<file path="src/hw/bsd_pkg.sv">
// package of constants and types for the burner status display
package bsd_pkg;

  localparam int unsigned CLK_HZ = 50_000_000;
  // alternation period per item, ms
  localparam int unsigned ALT_MS = 1000;
  localparam int unsigned ALT_CYC = CLK_HZ / 1000 * ALT_MS;
  // button debounce settle time, ms
  localparam int unsigned DEB_MS = 20;
  localparam int unsigned DEB_CYC = CLK_HZ / 1000 * DEB_MS;
  // long hold for clearing events, ms
  localparam int unsigned HOLD_MS = 2000;
  localparam int unsigned HOLD_CYC = CLK_HZ / 1000 * HOLD_MS;
  localparam int CNT_W = 27;

  // flame voltage in tenths of a volt
  localparam int VOLT_W = 7;
  localparam logic [6:0] GREEN_MIN_DEF = 7'h19;  // 2.5 V
  localparam logic [6:0] RED_MAX_DEF = 7'h0F;  // 1.5 V
  localparam logic [6:0] VOLT_MAX = 7'h63;  // 9.9 V

  // sequence stages
  typedef enum logic [2:0] {
    BSD_STANDBY = 3'h0,
    BSD_START   = 3'h1,
    BSD_IGN     = 3'h2,
    BSD_PILOT   = 3'h3,
    BSD_MAIN    = 3'h4,
    BSD_RUN     = 3'h5,
    BSD_LOCK    = 3'h6
  } bsd_stage_t;

  // lockout alarm causes
  typedef enum logic [2:0] {
    BSD_AL_START  = 3'h0,
    BSD_AL_ILOCK  = 3'h1,
    BSD_AL_FALSE  = 3'h2,
    BSD_AL_UV     = 3'h3,
    BSD_AL_IGNF   = 3'h4,
    BSD_AL_FLAMEF = 3'h5,
    BSD_AL_OTHER  = 3'h6
  } bsd_alarm_t;

  // views of the display
  typedef enum logic [1:0] {
    BSD_V_SEQ   = 2'h0,
    BSD_V_VOLT  = 2'h1,
    BSD_V_EVENT = 2'h2,
    BSD_V_ALARM = 2'h3
  } bsd_view_t;

  // flame colour
  localparam logic [1:0] COL_GREEN = 2'h0;
  localparam logic [1:0] COL_ORANGE = 2'h1;
  localparam logic [1:0] COL_RED = 2'h2;

  // character codes for the digit decoder
  localparam logic [4:0] CH_BLANK = 5'h10;
  localparam logic [4:0] CH_P = 5'h11;
  localparam logic [4:0] CH_L = 5'h12;
  localparam logic [4:0] CH_E = 5'h13;
  localparam logic [4:0] CH_A = 5'h14;
  localparam logic [4:0] CH_DASH = 5'h15;
  localparam logic [4:0] CH_O = 5'h16;

  // segments gfedcba, active high
  function automatic logic [6:0] seg_of(input logic [4:0] ch);
    unique case (ch)
      5'h00: seg_of = 7'h3F;
      5'h01: seg_of = 7'h06;
      5'h02: seg_of = 7'h5B;
      5'h03: seg_of = 7'h4F;
      5'h04: seg_of = 7'h66;
      5'h05: seg_of = 7'h6D;
      5'h06: seg_of = 7'h7D;
      5'h07: seg_of = 7'h07;
      5'h08: seg_of = 7'h7F;
      5'h09: seg_of = 7'h6F;
      CH_P:  seg_of = 7'h73;
      CH_L:  seg_of = 7'h38;
      CH_E:  seg_of = 7'h79;
      CH_A:  seg_of = 7'h77;
      CH_DASH: seg_of = 7'h40;
      CH_O:  seg_of = 7'h3F;
      default: seg_of = 7'h00;
    endcase
  endfunction

endpackage

</file>
<file path="src/hw/bsd_display_push_button_if.sv">
// interface carrying the two display characters to the segment driver
`timescale 1ns/10ps
interface bsd_dig_if;
  logic [4:0] char_hi;
  logic [4:0] char_lo;
  logic       point;
  modport src (output char_hi, output char_lo, output point);
  modport dst (input char_hi, input char_lo, input point);
endinterface // bsd_dig_if

</file>
<file path="src/hw/bsd_status_display.sv">
// top of the burner status display: indicators and seven-segment view
`timescale 1ns/10ps

// Notes on behaviour
// [RL1] power indicator lit while supply present
// [RL2] event indicator lit while event active
// [RL3] shutter indicator lit while shutter closed
// [RL4] flame indicator on only with flame
// [RL5] flame colour from voltage thresholds
// [RL6] alarm indicator lit while alarm present
// [RL7] start indicator follows contact, off on alarm
// [RL8] ignition indicator follows ignition output
// [RL9] pilot indicator follows pilot valve output
// [RL10] main indicator follows main valve output
// [RL11] normal view shows stage code P1..PL
// [RL12] standby shown as distinct dashes
// [RL13] lockout forces alternating alarm view
// [RL14] codes EO, E1, E2 for causes
// [RL15] E3 for flame with shutter off
// [RL16] E4 for ignition failure
// [RL17] E5 for flame loss later
// [RL18] EE for unknown cause
// [RL19] button toggles voltage and alarm view
// [RL20] pre-lockout view restored after reset; an event view returns as the normal view
// [RL21] voltage shown as two digits, one decimal
// [RL22] press shows event code, never in lockout
// [RL23] two second hold clears events
// [RL24] alternation about one second per item
// [RL25] button debounced, one press one change
module bsd_status_display (
  input  wire logic                        ref_clk,
  input  wire logic                        rstn,
  input  wire logic                        power_good,
  input  wire logic [7:0]                  event_active,
  input  wire logic                        shutter_closed,
  input  wire logic                        flame_detected,
  input  wire logic [bsd_pkg::VOLT_W-1:0]  flame_volt,
  input  wire logic [bsd_pkg::VOLT_W-1:0]  green_min,
  input  wire logic [bsd_pkg::VOLT_W-1:0]  red_max,
  input  wire logic                        alarm_present,
  input  wire logic                        start_contact,
  input  wire logic                        ignition_out,
  input  wire logic                        pilot_valve_out,
  input  wire logic                        main_valve_out,
  input  wire bsd_pkg::bsd_stage_t         stage,
  input  wire bsd_pkg::bsd_alarm_t         alarm_cause,
  input  wire logic                        display_push_button,
  output logic                             power_indicator,
  output logic                             event_indicator,
  output logic                             shutter_indicator,
  output logic                             flame_green,
  output logic                             flame_orange,
  output logic                             flame_red,
  output logic                             alarm_indicator,
  output logic                             start_indicator,
  output logic                             ignition_indicator,
  output logic                             pilot_valve_indicator,
  output logic                             main_valve_indicator,
  output logic [6:0]                       seg_hi,
  output logic [6:0]                       seg_lo,
  output logic                             seg_point,
  output logic                             events_clear
);

  logic [1:0]                rst_pipe;
  logic                      rst_sync_n;
  logic [1:0]                btn_meta;
  logic                      btn_sync;
  logic                      press;
  logic                      hold;
  logic                      locked;
  logic                      locked_q;
  bsd_pkg::bsd_view_t        view;
  bsd_pkg::bsd_view_t        saved_view;
  logic [bsd_pkg::CNT_W-1:0] alt_cnt;
  logic                      alt_phase;
  logic [2:0]                ev_idx;
  logic [1:0]                colour;
  logic [3:0]                v_int;
  logic [3:0]                v_frac;
  bsd_dig_if                 dig ();

  // reset release through two flops; assertion stays asynchronous
  always_ff @(posedge ref_clk or negedge rstn) begin
    if (!rstn) begin
      rst_pipe <= 2'h0;
    end else begin
      rst_pipe <= {rst_pipe[0], 1'b1};
    end
  end
  assign rst_sync_n = rst_pipe[1];

  // panel button arrives from a pin, two flops before use
  always_ff @(posedge ref_clk or negedge rst_sync_n) begin
    if (!rst_sync_n) begin
      btn_meta <= 2'h0;
    end else begin
      btn_meta <= {btn_meta[0], display_push_button};
    end
  end
  assign btn_sync = btn_meta[1];

  // [RL25] debounce the button
  bsd_button u_button (
    .ref_clk    (ref_clk),
    .rst_sync_n (rst_sync_n),
    .btn_sync   (btn_sync),
    .press      (press),
    .hold       (hold)
  );

  assign locked = (stage == bsd_pkg::BSD_LOCK);

  // [RL23] hold clears events
  always_ff @(posedge ref_clk or negedge rst_sync_n) begin
    if (!rst_sync_n) begin
      events_clear <= 1'b0;
    end else begin
      events_clear <= hold;
    end
  end

  // colour thresholds; orange is the band between them
  always_comb begin
    // [RL5] colour by voltage
    if (flame_volt >= green_min) begin
      colour = bsd_pkg::COL_GREEN;
    end else if (flame_volt <= red_max) begin
      colour = bsd_pkg::COL_RED;
    end else begin
      colour = bsd_pkg::COL_ORANGE;
    end
  end

  // indicator lamps, registered to keep them steady on pins
  always_ff @(posedge ref_clk or negedge rst_sync_n) begin
    if (!rst_sync_n) begin
      power_indicator       <= 1'b0;
      event_indicator       <= 1'b0;
      shutter_indicator     <= 1'b0;
      flame_green           <= 1'b0;
      flame_orange          <= 1'b0;
      flame_red             <= 1'b0;
      alarm_indicator       <= 1'b0;
      start_indicator       <= 1'b0;
      ignition_indicator    <= 1'b0;
      pilot_valve_indicator <= 1'b0;
      main_valve_indicator  <= 1'b0;
    end else begin
      // [RL1] power lamp
      power_indicator       <= power_good;
      // [RL2] event lamp
      event_indicator       <= |event_active;
      // [RL3] shutter lamp
      shutter_indicator     <= shutter_closed;
      // [RL4] flame lamp gated
      flame_green  <= flame_detected && colour == bsd_pkg::COL_GREEN;
      flame_orange <= flame_detected && colour == bsd_pkg::COL_ORANGE;
      flame_red    <= flame_detected && colour == bsd_pkg::COL_RED;
      // [RL6] alarm lamp
      alarm_indicator       <= alarm_present;
      // [RL7] start lamp, alarm wins
      start_indicator       <= start_contact && !alarm_present;
      // [RL8] ignition lamp
      ignition_indicator    <= ignition_out;
      // [RL9] pilot lamp
      pilot_valve_indicator <= pilot_valve_out;
      // [RL10] main lamp
      main_valve_indicator  <= main_valve_out;
    end
  end

  // lockout edge tracking
  always_ff @(posedge ref_clk or negedge rst_sync_n) begin
    if (!rst_sync_n) begin
      locked_q <= 1'b0;
    end else begin
      locked_q <= locked;
    end
  end

  // view selection: lockout takes over, button steps views
  always_ff @(posedge ref_clk or negedge rst_sync_n) begin
    if (!rst_sync_n) begin
      view       <= bsd_pkg::BSD_V_SEQ;
      saved_view <= bsd_pkg::BSD_V_SEQ;
    end else if (locked && !locked_q) begin
      // [RL13] auto alarm view
      view <= bsd_pkg::BSD_V_ALARM;
      // [RL20] remember prior view, an event view as the normal view
      saved_view <= (view == bsd_pkg::BSD_V_EVENT) ? bsd_pkg::BSD_V_SEQ
                                                   : view;
    end else if (!locked && locked_q) begin
      // [RL20] restore after reset
      view <= saved_view;
    end else if (press) begin
      unique case (view)
        // [RL19] alarm to voltage
        bsd_pkg::BSD_V_ALARM: view <= bsd_pkg::BSD_V_VOLT;
        bsd_pkg::BSD_V_VOLT:
          view <= locked ? bsd_pkg::BSD_V_ALARM : bsd_pkg::BSD_V_SEQ;
        // [RL22] event view only unlocked
        bsd_pkg::BSD_V_SEQ:
          view <= (|event_active && !locked) ? bsd_pkg::BSD_V_EVENT
                                             : bsd_pkg::BSD_V_VOLT;
        bsd_pkg::BSD_V_EVENT: view <= bsd_pkg::BSD_V_VOLT;
      endcase
    end else if (view == bsd_pkg::BSD_V_EVENT &&
                 (!(|event_active) || locked)) begin
      // leave event view when nothing is left to show
      view <= bsd_pkg::BSD_V_SEQ;
    end
  end

  // [RL24] one second alternation
  always_ff @(posedge ref_clk or negedge rst_sync_n) begin
    if (!rst_sync_n) begin
      alt_cnt   <= '0;
      alt_phase <= 1'b0;
    end else if (view != bsd_pkg::BSD_V_ALARM) begin
      alt_cnt   <= '0;
      alt_phase <= 1'b0;
    end else if (alt_cnt == bsd_pkg::CNT_W'(bsd_pkg::ALT_CYC - 1)) begin
      alt_cnt   <= '0;
      alt_phase <= ~alt_phase;
    end else begin
      alt_cnt <= alt_cnt + 1'b1;
    end
  end

  // lowest active event number for the event view
  always_comb begin
    ev_idx = 3'h0;
    for (int i = 7; i >= 0; i--) begin
      if (event_active[i]) begin
        ev_idx = 3'(i);
      end
    end
  end

  // [RL21] volts and tenths
  always_comb begin
    logic [6:0] v;
    v      = (flame_volt > bsd_pkg::VOLT_MAX) ? bsd_pkg::VOLT_MAX
                                              : flame_volt;
    v_int  = 4'(v / 7'h0A);
    v_frac = 4'(v % 7'h0A);
  end

  // character choice per view
  always_comb begin
    dig.char_hi = bsd_pkg::CH_BLANK;
    dig.char_lo = bsd_pkg::CH_BLANK;
    dig.point   = 1'b0;
    unique case (view)
      bsd_pkg::BSD_V_VOLT: begin
        dig.char_hi = {1'b0, v_int};
        dig.char_lo = {1'b0, v_frac};
        dig.point   = 1'b1;
      end
      bsd_pkg::BSD_V_EVENT: begin
        dig.char_hi = bsd_pkg::CH_A;
        dig.char_lo = {1'b0, 4'(ev_idx) + 4'h1};
      end
      bsd_pkg::BSD_V_ALARM: begin
        if (!alt_phase) begin
          dig.char_hi = bsd_pkg::CH_P;
          dig.char_lo = bsd_pkg::CH_L;
        end else begin
          dig.char_hi = bsd_pkg::CH_E;
          unique case (alarm_cause)
            // [RL14] start, interlock, false flame
            bsd_pkg::BSD_AL_START:  dig.char_lo = bsd_pkg::CH_O;
            bsd_pkg::BSD_AL_ILOCK:  dig.char_lo = 5'h01;
            bsd_pkg::BSD_AL_FALSE:  dig.char_lo = 5'h02;
            // [RL15] uv alarm code
            bsd_pkg::BSD_AL_UV:     dig.char_lo = 5'h03;
            // [RL16] ignition failure code
            bsd_pkg::BSD_AL_IGNF:   dig.char_lo = 5'h04;
            // [RL17] flame failure code
            bsd_pkg::BSD_AL_FLAMEF: dig.char_lo = 5'h05;
            // [RL18] unknown cause, also illegal codes
            default:                dig.char_lo = bsd_pkg::CH_E;
          endcase
        end
      end
      bsd_pkg::BSD_V_SEQ: begin
        if (stage == bsd_pkg::BSD_STANDBY) begin
          // [RL12] standby dashes
          dig.char_hi = bsd_pkg::CH_DASH;
          dig.char_lo = bsd_pkg::CH_DASH;
        end else begin
          // [RL11] stage code
          dig.char_hi = bsd_pkg::CH_P;
          dig.char_lo = locked ? bsd_pkg::CH_L : {2'h0, stage};
        end
      end
    endcase
  end

  // segment decode and output register
  bsd_seg_drive u_seg (
    .ref_clk    (ref_clk),
    .rst_sync_n (rst_sync_n),
    .dig        (dig.dst),
    .seg_hi     (seg_hi),
    .seg_lo     (seg_lo),
    .seg_point  (seg_point)
  );
endmodule // bsd_status_display

</file>
<file path="src/hw/bsd_button.sv">
// debouncer for the display push button with press and hold outputs
`timescale 1ns/10ps
module bsd_button (
  input  wire logic ref_clk,
  input  wire logic rst_sync_n,
  input  wire logic btn_sync,
  output logic      press,
  output logic      hold
);
  logic [bsd_pkg::CNT_W-1:0] deb_cnt;
  logic [bsd_pkg::CNT_W-1:0] hold_cnt;
  logic                      level;
  logic                      held_done;

  // settle counter: level follows input only after it stays put
  always_ff @(posedge ref_clk or negedge rst_sync_n) begin
    if (!rst_sync_n) begin
      deb_cnt <= '0;
      level   <= 1'b0;
    end else if (btn_sync == level) begin
      deb_cnt <= '0;
    end else if (deb_cnt == bsd_pkg::CNT_W'(bsd_pkg::DEB_CYC - 1)) begin
      deb_cnt <= '0;
      level   <= btn_sync;
    end else begin
      deb_cnt <= deb_cnt + 1'b1;
    end
  end

  // press pulse on the debounced rising edge only
  always_ff @(posedge ref_clk or negedge rst_sync_n) begin
    if (!rst_sync_n) begin
      press <= 1'b0;
    end else begin
      press <= (deb_cnt == bsd_pkg::CNT_W'(bsd_pkg::DEB_CYC - 1)) &&
               btn_sync && !level;
    end
  end

  // hold pulse fires once per press after the long hold
  always_ff @(posedge ref_clk or negedge rst_sync_n) begin
    if (!rst_sync_n) begin
      hold_cnt  <= '0;
      held_done <= 1'b0;
      hold      <= 1'b0;
    end else begin
      hold <= 1'b0;
      if (!level) begin
        hold_cnt  <= '0;
        held_done <= 1'b0;
      end else if (!held_done) begin
        if (hold_cnt == bsd_pkg::CNT_W'(bsd_pkg::HOLD_CYC - 1)) begin
          hold      <= 1'b1;
          held_done <= 1'b1;
        end else begin
          hold_cnt <= hold_cnt + 1'b1;
        end
      end
    end
  end
endmodule // bsd_button

</file>
<file path="src/hw/bsd_seg_drive.sv">
// seven-segment decoder for the two display digits
`timescale 1ns/10ps
module bsd_seg_drive (
  input  wire logic       ref_clk,
  input  wire logic       rst_sync_n,
  bsd_dig_if.dst          dig,
  output logic      [6:0] seg_hi,
  output logic      [6:0] seg_lo,
  output logic            seg_point
);
  // registered so the segment pins never glitch between views
  always_ff @(posedge ref_clk or negedge rst_sync_n) begin
    if (!rst_sync_n) begin
      seg_hi    <= 7'h00;
      seg_lo    <= 7'h00;
      seg_point <= 1'b0;
    end else begin
      seg_hi    <= bsd_pkg::seg_of(dig.char_hi);
      seg_lo    <= bsd_pkg::seg_of(dig.char_lo);
      seg_point <= dig.point;
    end
  end
endmodule // bsd_seg_drive

</file>
<file path="config.mk">
export PLATFORM = sky130hd
export DESIGN_NAME = bsd_status_display
export DESIGN_NICKNAME = d
export VERILOG_FILES = /design/src/hw/bsd_pkg.sv /design/src/hw/bsd_display_push_button_if.sv /design/src/hw/bsd_status_display.sv /design/src/hw/bsd_button.sv /design/src/hw/bsd_seg_drive.sv
export SDC_FILE = /design/constraint.sdc
export NUM_CORES = 1
export LEC_CHECK = 0
export BUFFER_PORTS_ARGS = -buffer_cell sky130_fd_sc_hd__buf_2
export CAP_MARGIN = 10
export CORE_MARGIN = 10
export CORE_UTILIZATION = 40
export DETAILED_ROUTE_END_ITERATION = 10
export MAX_ROUTING_LAYER = met4
export PLACE_DENSITY_LB_ADDON = 0.1
export RECOVER_POWER = 25
export SLEW_MARGIN = 15
export SYNTH_ARGS = -nofsm -noshare
export SYNTH_HDL_FRONTEND = slang
export SYNTH_SLANG_ARGS = --single-unit
</file>
<file path="constraint.sdc">
create_clock -name ref_clk -period 4.65 [get_ports ref_clk]
set_clock_uncertainty 0.1 [all_clocks]
set_input_delay 0.93 -clock ref_clk [delete_from_list [all_inputs] [get_ports ref_clk]]
set_output_delay 0.93 -clock ref_clk [all_outputs]
set_load 0.005 [all_outputs]
</file>
==> results of run 1 <==
final timing paths:
path / from / endpoint / slack (ns) / depth (start not counted)
max: flame_volt[5] / u_seg.seg_hi[1]$_DFF_PN0_ / 0.29 / 22
min: rstn / rst_pipe[1]$_DFF_PN0_ / 0.20 / 1
max reg2reg: rst_pipe[1]$_DFF_PN0_ / flame_orange$_DFF_PN0_ / 1.53 / 1
min reg2reg: btn_meta[0]$_DFF_PN0_ / btn_meta[1]$_DFF_PN0_ / 0.25 / 0
max in group asynchronous: rst_pipe[1]$_DFF_PN0_ / flame_orange$_DFF_PN0_ / 1.53 / 1
min in group ref_clk: btn_meta[0]$_DFF_PN0_ / btn_meta[1]$_DFF_PN0_ / 0.25 / 0
cell families (layout without fill, tap and decap cells):
family          after synthesis  after routing  share of synthesized area
compound gates              124            124                      0.123
xor+xnor                     74             74                     0.0915
fa+ha+maj                    41             41                     0.0716
buf+inv                      70            196                     0.0409
flops                       122            122                      0.426
mux                           9              9                     0.0140
other cells                   1              1                   0.000523
simple gates                334            334                      0.232
power by group:
group	switching [mW]	internal [mW]	leakage, nW	total, mW
registers	0.0372	1.15	1.63	1.19
clock network	0.485	0.851	0.293	1.34
logic	0.524	0.411	2.08	0.936
what timing repair did:
| item | 4_1_cts | 5_1_grt |
|---|---|---|
| gates resized for setup | 0 | 1 |
| buffers inserted | 0 | 0 |
| endpoints found under the setup margin | 0 | 1 |
worst max-delay path: stages:
cell                        delay, ns
sky130_fd_sc_hd__buf_2           0.13
sky130_fd_sc_hd__a21oi_2         0.13
sky130_fd_sc_hd__ha_2            0.24
sky130_fd_sc_hd__nor3_4          0.05
sky130_fd_sc_hd__a311oi_2        0.27
sky130_fd_sc_hd__inv_1           0.11
sky130_fd_sc_hd__ha_4            0.20
sky130_fd_sc_hd__nor3_1          0.19
sky130_fd_sc_hd__a31o_2          0.17
sky130_fd_sc_hd__o31ai_4         0.09
sky130_fd_sc_hd__nor2_2          0.20
sky130_fd_sc_hd__xnor2_2         0.15
sky130_fd_sc_hd__ha_2            0.21
sky130_fd_sc_hd__inv_2           0.05
sky130_fd_sc_hd__a221oi_4        0.33
sky130_fd_sc_hd__a21oi_1         0.14
sky130_fd_sc_hd__ha_1            0.33
sky130_fd_sc_hd__o2bb2ai_1       0.08
sky130_fd_sc_hd__a211oi_2        0.26
sky130_fd_sc_hd__nor2_1          0.06
sky130_fd_sc_hd__o21ai_0         0.14
sky130_fd_sc_hd__o21ai_0         0.09
cell usage in the layout (no fill, tap or decap), drive strengths merged, types with 4 or more instances in the layout:
cell,n
dfrtp,122
buf,111
nor2,97
nand2,58
inv,51
nand3,45
xnor2,42
ha,41
o21ai,38
xor2,32
and2,30
a21oi,29
clkbuf,23
nor3,18
and3,16
nor2b,13
nand4,12
or3,10
nand2b,10
nor4,8
clkinv,7
a21o,6
or2,5
and4,5
mux2,5
mux2i,4
a31o,4
a221oi,4
a211oi,4
a2111oi,4
o22ai,4
cell type report:
class	count	area share
tap	225	0.0324
inverter	50	0.0216
clock buffer	19	0.0510
sequential	122	0.351
multi-input combinational	583	0.449
timing repair buffer	115	0.0777
clock inverter	12	0.0171
state kept, by name, summed over array words and instances, names as in the netlist, 2 cells and up:
signal	count
u_button.deb_cnt	27
u_button.hold_cnt	27
btn_meta	2
alt_cnt	27
u_seg.seg_lo	7
saved_view	2
rst_pipe	2
view	2
u_seg.seg_hi	7
routing by layer:
| layer | up-vias | GRT usage | wire length (um) |
|---|---|---|---|
| met3 | 10 | 0.0379 | 648 |
| li1 | 2900 | - | - |
| met5 | - | - | 0 |
| met4 | 0 | 0.0364 | 144 |
| met2 | 85 | 0.237 | 8290 |
| met1 | 2779 | 0.182 | 7940 |
stage by stage:
stage	hold slack (ns)	area [sq um]	setup slack (ns)	TNS [ns]
after floorplan	0.231	7260	-0.394	-2.80
after global placement	0.195	8110	-0.0571	-0.162
after detailed placement	0.200	8110	-0.149	-0.920
after CTS	0.178	8700	0.276	0
after global routing	0.187	8690	0.00257	0
final	0.196	8690	0.285	0
==> run summary, run 1 <==
Overall power consumption after layout is estimated at 3.46 mW. The global-route usage over all layers is 0.147. The final setup violation count is 0.

The final antenna-violating net count came out at 0. The share of the synthesized area in the top cell type came out at 0.426. In this run the mean area of a mapped cell was 9.24 sq um.

TritonCTS built the clock tree. The worst setup path is launched from an input pin. The number of register bits inferred by synthesis came out at 122.

The wire length of the first global-routing pass came out at 28700 um. In this run the worst hold path is classified as input pin to asynchronous set/reset pin. The slew at the pin closest to its max-slew limit is 1.93 ns. Synthesis produced a netlist whose cell count is 775. The total count of max-transition violations in the final report is 36. In the routed design, unresolved DRC markers number 0.

The top fanout value on the critical path came out at 5. The number of diodes added for antenna fixing is 0. The net count of the finished layout is 976.

The number of buffers on the longest clock path came out at 2. The most frequent cell after synthesis is sky130_fd_sc_hd__dfrtp_1. The count of placed standard cells in the final layout, fillers left out came out at 1126. Dividing total power by cell area gives a power density of 398 mW/mm^2. Summing all flip-flop and latch instances after layout gives 0.00305 sq mm. The detailed placement HPWL is 12500 um. Once placement completed, the tool counted placed cells totaling 1095. The synthesized area came out at 0.00716 sq mm.

After the first detailed-routing iteration, the DRC count stood at 362. The count of cell types in the netlist came out at 75. Synthesis produced a netlist with a net count of 862. The die outline area is 0.0237 sq mm. After synthesis, the most frequently instantiated cells are sky130_fd_sc_hd__dfrtp_1, sky130_fd_sc_hd__nor2_1, sky130_fd_sc_hd__nand2_1. The floorplan has 48 rows. The via count of the first global-routing pass came out at 5884. The pin count of the biggest net entering global routing is 53.

The final design utilization is 0.499. Counting flops with a built-in enable in the synthesized netlist gives 0. The total length of routed wires is 17000 um. The worst supply voltage drop on vdd is 0.279 mV. The checks that failed: capacitance limit, slew limit.

Before antenna repair, the detailed router went through 4 iterations. The sum of overflow across all layers after global routing came out at 0. The maximum frequency from static timing analysis is 0.229 GHz.

The TritonCTS sink count is 122. The clock period minus worst slack is 4.36 ns. The top-level port count is 73. The H-tree generated during clock tree synthesis spans 4 levels.

Counting the buffers created by CTS gives 17. The post-route clock period utilization came out at 0.939. The sort of element at the end of the critical path is a flip-flop. The sequential fraction of the synthesis area came out at 0.426. The number of antenna violations at the first check in global routing came to 0. The height of the die is 154 um.

The setup path with the least slack is of type input pin to flip-flop. The count of warnings emitted by yosys is 0. In this run the horizontal extent of the chip is 154 um. Across the run, the number of max-cap violations was 1. The data arrival time at the worst-slack endpoint is 4.56 ns. The area overhead of the layout relative to synthesis is 21.3%. Hold repair after CTS inserted 0 buffers. In this run the tightest slew margin relative to its limit is -0.288. The count of filler cells inserted in the layout came out at 1661. The post-synthesis async set-or-reset flop share is 1.00.

Clock tree synthesis selected as its root buffer the cell sky130_fd_sc_hd__clkbuf_16. The fraction of final layout cells with drive strength greater than 1 came out at 0.210. In this run the tool buffered the top-level ports with 72 buffer cells. The most used flip-flop cell after synthesis is sky130_fd_sc_hd__dfrtp_1.

The initial utilization of the core area, before any placement, comes to 0.411. Summing over every cut layer, the via total after detailed routing is 5774. The area of combinational cells with multiple inputs is 0.00390 sq mm. The mean number of vias per cell is 5.13.

The clock latency on the worst-skew pair came out at 0.42 ns. The critical path required time came out at 4.84 ns. The run finished, with violations left. For this design the static power due to leakage is 4.00 nW. The core area is 0.0174 sq mm. Setup repair after global routing left no endpoint under its margin.

The final hold violation count is 0. Ranked by total cell area, the synthesized netlist is headed by sky130_fd_sc_hd__dfrtp_1, sky130_fd_sc_hd__ha_1, sky130_fd_sc_hd__xnor2_1. Clock-pin slew was measured on the worst setup and hold paths at 0.06 ns.

sky130_fd_sc_hd__dfrtp_1 takes more of the synthesized area than any other cell. The routability congestion estimate from global placement is 0.870. The average detailed-routed wire length per instance came out at 15.1 um.
(Power assumes the default switching activity.)
==> run 2: changes to the inputs <==
--- a/config.mk
+++ b/config.mk
@@ -5,14 +5,13 @@
 export SDC_FILE = /design/constraint.sdc
 export NUM_CORES = 1
 export LEC_CHECK = 0
-export BUFFER_PORTS_ARGS = -buffer_cell sky130_fd_sc_hd__buf_2
-export CAP_MARGIN = 10
 export CORE_MARGIN = 10
 export CORE_UTILIZATION = 40
 export DETAILED_ROUTE_END_ITERATION = 10
+export DONT_BUFFER_PORTS = 1
 export MAX_ROUTING_LAYER = met4
 export PLACE_DENSITY_LB_ADDON = 0.1
-export RECOVER_POWER = 25
+export RECOVER_POWER = 50
 export SLEW_MARGIN = 15
 export SYNTH_ARGS = -nofsm -noshare
 export SYNTH_HDL_FRONTEND = slang
==> run summary, run 2 (synthesis gave the netlist of run 1 again) <==
The root buffer cell is sky130_fd_sc_hd__clkbuf_16. The height of the die was 154 um (unchanged). The final design area excluding fillers is 0.00817 sq mm (-5.9%). The number of placed instances with taps included is 999 (-8.8%). The top fanout value on the critical path is 13 (+8). The post-route clock period utilization is 0.919 (-0.0196). The maximum frequency from static timing analysis came to 0.234 GHz (+2.1%).

The cell with the largest stage delay on the worst path is sky130_fd_sc_hd__a2111oi_4. The static leakage came out at 3.60 nW (-10%). The clock period minus worst slack is 4.27 ns (-0.0912 ns). The die width came out at 154 um (unchanged). The die outline area is 0.0237 sq mm (unchanged). The worst setup path is captured at a flip-flop. The library cells used most frequently in the layout, excluding fill and tap cells, are sky130_fd_sc_hd__dfrtp_1, sky130_fd_sc_hd__nor2_1, sky130_fd_sc_hd__nand2_1. Walking the worst path, the cells encountered are inv_1, a21oi_2, ha_2, nor3_4, a311oi_2, inv_1, ha_4, a2111oi_4, o21a_1, nor2_4, xnor2_2, ha_2, inv_2, a221oi_4, xor2_1, o21ai_2, inv_2, ha_4, nor2_1, o221ai_1, nand2_1. STA classifies the critical path startpoint as an input pin. The max-slew headroom at the worst pin came out at -0.411 (-0.123). The TritonCTS sink count is 122 (unchanged). The total of buffers placed on input and output ports came out at 0 (-100%). The flow ran to the end, but the final reports show violations. The fraction of power spent switching nets came out at 0.311 (+0.00885). The number of antenna violations at the first check in global routing is 0 (unchanged). The data arrival time at the worst-slack endpoint is 4.47 ns (-0.09 ns). The placed standard-cell area came out at 0.00756 sq mm (-6.7%). In the final layout, the registers with the most flip-flops are alt_cnt (27), u_button.deb_cnt (27), u_button.hold_cnt (27).

The global-route usage over all layers was 0.141 (-0.00677). The via count of the first global-routing pass is 5508 (-6.4%). The area taken by flip-flops and latches is 0.00305 sq mm (unchanged). The slew at the pin closest to its max-slew limit is 2.12 ns (+0.184 ns).

The quantity of hold-fixing buffers added after cts is 0 (unchanged). The number of max-cap violations is 1 (unchanged). The portion of total power attributed to the clock network came out at 0.404 (+0.018). The detailed placement HPWL came out at 11800 um (-6.1%).

The net count of the finished layout is 880 (-9.8%). The checks that failed: capacitance limit, slew limit. The final setup violation count was 0 (unchanged).

The pin count of the biggest net entering global routing came to 61 (+15%). The number of diodes added for antenna fixing came out at 0 (unchanged). The fraction of final layout cells with drive strength greater than 1 is 0.123 (-0.0869). The initial core utilization came to 0.411 (unchanged). The number of design rule violations left after detail routing came out at 0 (unchanged). The via count is 5418 (-6.2%). The critical path required time is 4.85 ns (about the same). The delay of the slowest critical-path stage is 0.35 ns (+0.02 ns). The number of iterations in the first detailed-routing pass came out at 5 (+1). TritonCTS built the clock tree. The clock slew seen by the registers of the worst setup and hold paths came out at 0.06 ns (about the same).

The average detailed-routed wire length per instance is 15.5 um (+2.3%). The sequential group share of total power is 0.365 (+0.022). The mean number of vias per cell is 5.26 (+2.5%). The total number of H-tree levels came out at 4 (unchanged). The routability congestion estimate from global placement is 0.872 (+0.32%). The core area is 0.0174 sq mm (unchanged).

The total length of routed wires is 15900 um (-6.4%). The number of buffers added by the clock tree synthesis step came to 17 (unchanged). The area of combinational cells with multiple inputs came out at 0.00391 sq mm (+0.29%). The switching power summed over all nets is 1.03 mW (-1.4%). Setup repair after global routing left no endpoint under its margin. In this run the worst hold path is classified as input pin to asynchronous set/reset pin.

The number of DRC markers after the initial detailed-route iteration came out at 315 (-13%). The final design utilization came out at 0.469 (-0.0297). The number of buffers on the longest clock path came to 2 (unchanged). The final hold violation count came out at 0 (unchanged). The area overhead of the layout relative to synthesis is 14.1%. The wire length of the first global-routing pass came out at 27200 um (-5.3%). The count of filler cells inserted in the layout came out at 1667 (+0.36%). The combinational group share of total power is 0.231 (-0.039). The worst supply voltage drop on vdd was 0.269 mV (-3.6%). The final antenna-violating net count came out at 0 (unchanged). The sum of overflow across all layers after global routing is 0 (unchanged). The ratio of total power to cell area came to 405 mW/mm^2 (+1.8%). The clock latency on the worst-skew pair came out at 0.42 ns (about the same).

The count of placed standard cells in the final layout, fillers left out came to 1031 (-8.4%). The cell row count is 48 (unchanged). The critical path start-end classification is input pin to flip-flop. The total count of max-transition violations in the final report came to 39 (+8.3%). The most common cell after layout, fill and taps aside is sky130_fd_sc_hd__dfrtp_1. The top-level port count is 73 (unchanged).

The internal portion of total power is 2.28 mW (-5.4%).
run 2: layout make-up:
cell class / count / area share
clock buffer: 18 / 0.0537
clock inverter: 14 / 0.0201
inverter: 50 / 0.0230
multi-input combinational: 583 / 0.479
sequential: 122 / 0.373
tap: 225 / 0.0344
timing repair buffer: 19 / 0.0167
run 2: path summary, 6_finish.rpt:
check / start / endpoint / slack, ns / cells after the start
setup / recovery: flame_volt[4] / u_seg.seg_lo[1]$_DFF_PN0_ / 0.38 / 21
hold / removal: rstn / rst_pipe[1]$_DFF_PN0_ / 0.11 / 0
setup reg to reg: rst_pipe[1]$_DFF_PN0_ / u_seg.seg_hi[6]$_DFF_PN0_ / 1.68 / 1
hold reg to reg: rst_pipe[0]$_DFF_PN0_ / rst_pipe[1]$_DFF_PN0_ / 0.25 / 0
max in group asynchronous: rst_pipe[1]$_DFF_PN0_ / u_seg.seg_hi[6]$_DFF_PN0_ / 1.68 / 1
min in group ref_clk: rst_pipe[0]$_DFF_PN0_ / rst_pipe[1]$_DFF_PN0_ / 0.25 / 0
run 2: power groups by stage:
stage	combinational (mW)	sequential [mW]	clock, mW
finish	0.765	1.21	1.34
global route	0.873	1.22	1.43
CTS	0.764	1.22	1.37
detailed placement	0.760	1.24	0
global placement	0.742	1.24	0
floorplan	0.571	1.22	0
run 2: stage by stage:
step           setup slack, ns  hold slack [ns]  power (mW)  setup TNS [ns]
3_5_place_dp          0.000666            0.132        2.00               0
5_1_grt                 0.0348           0.0860        3.52               0
6_report                 0.377            0.108        3.31               0
2_1_floorplan           -0.394            0.231        1.79           -2.80
3_3_place_gp            0.0696            0.127        1.98               0
4_1_cts                  0.393           0.0880        3.36               0
run 2: per-layer routing:
metal,vias up,share of wire,track usage
li1,2704,-,-
met4,0,0.014,0.0486
met2,107,0.47,0.221
met3,19,0.051,0.0396
met5,-,0,-
met1,2588,0.46,0.171
run 2: repair_timing:
action | CTS | global route
setup endpoints to repair | 0 | 1
resized for setup | 0 | 3
buffers inserted | 0 | 0
run 2: worst max-delay path, delay by kind of cell:
| family | cells | cell delay, ns |
|---|---|---|
| AND/OR/NAND/NOR | 4 | 0.20 |
| adder cells (fa/ha/maj) | 4 | 0.93 |
| XOR/XNOR | 2 | 0.32 |
| buffers and inverters | 4 | 0.34 |
| AO/OA/AOI/OAI | 7 | 1.74 |
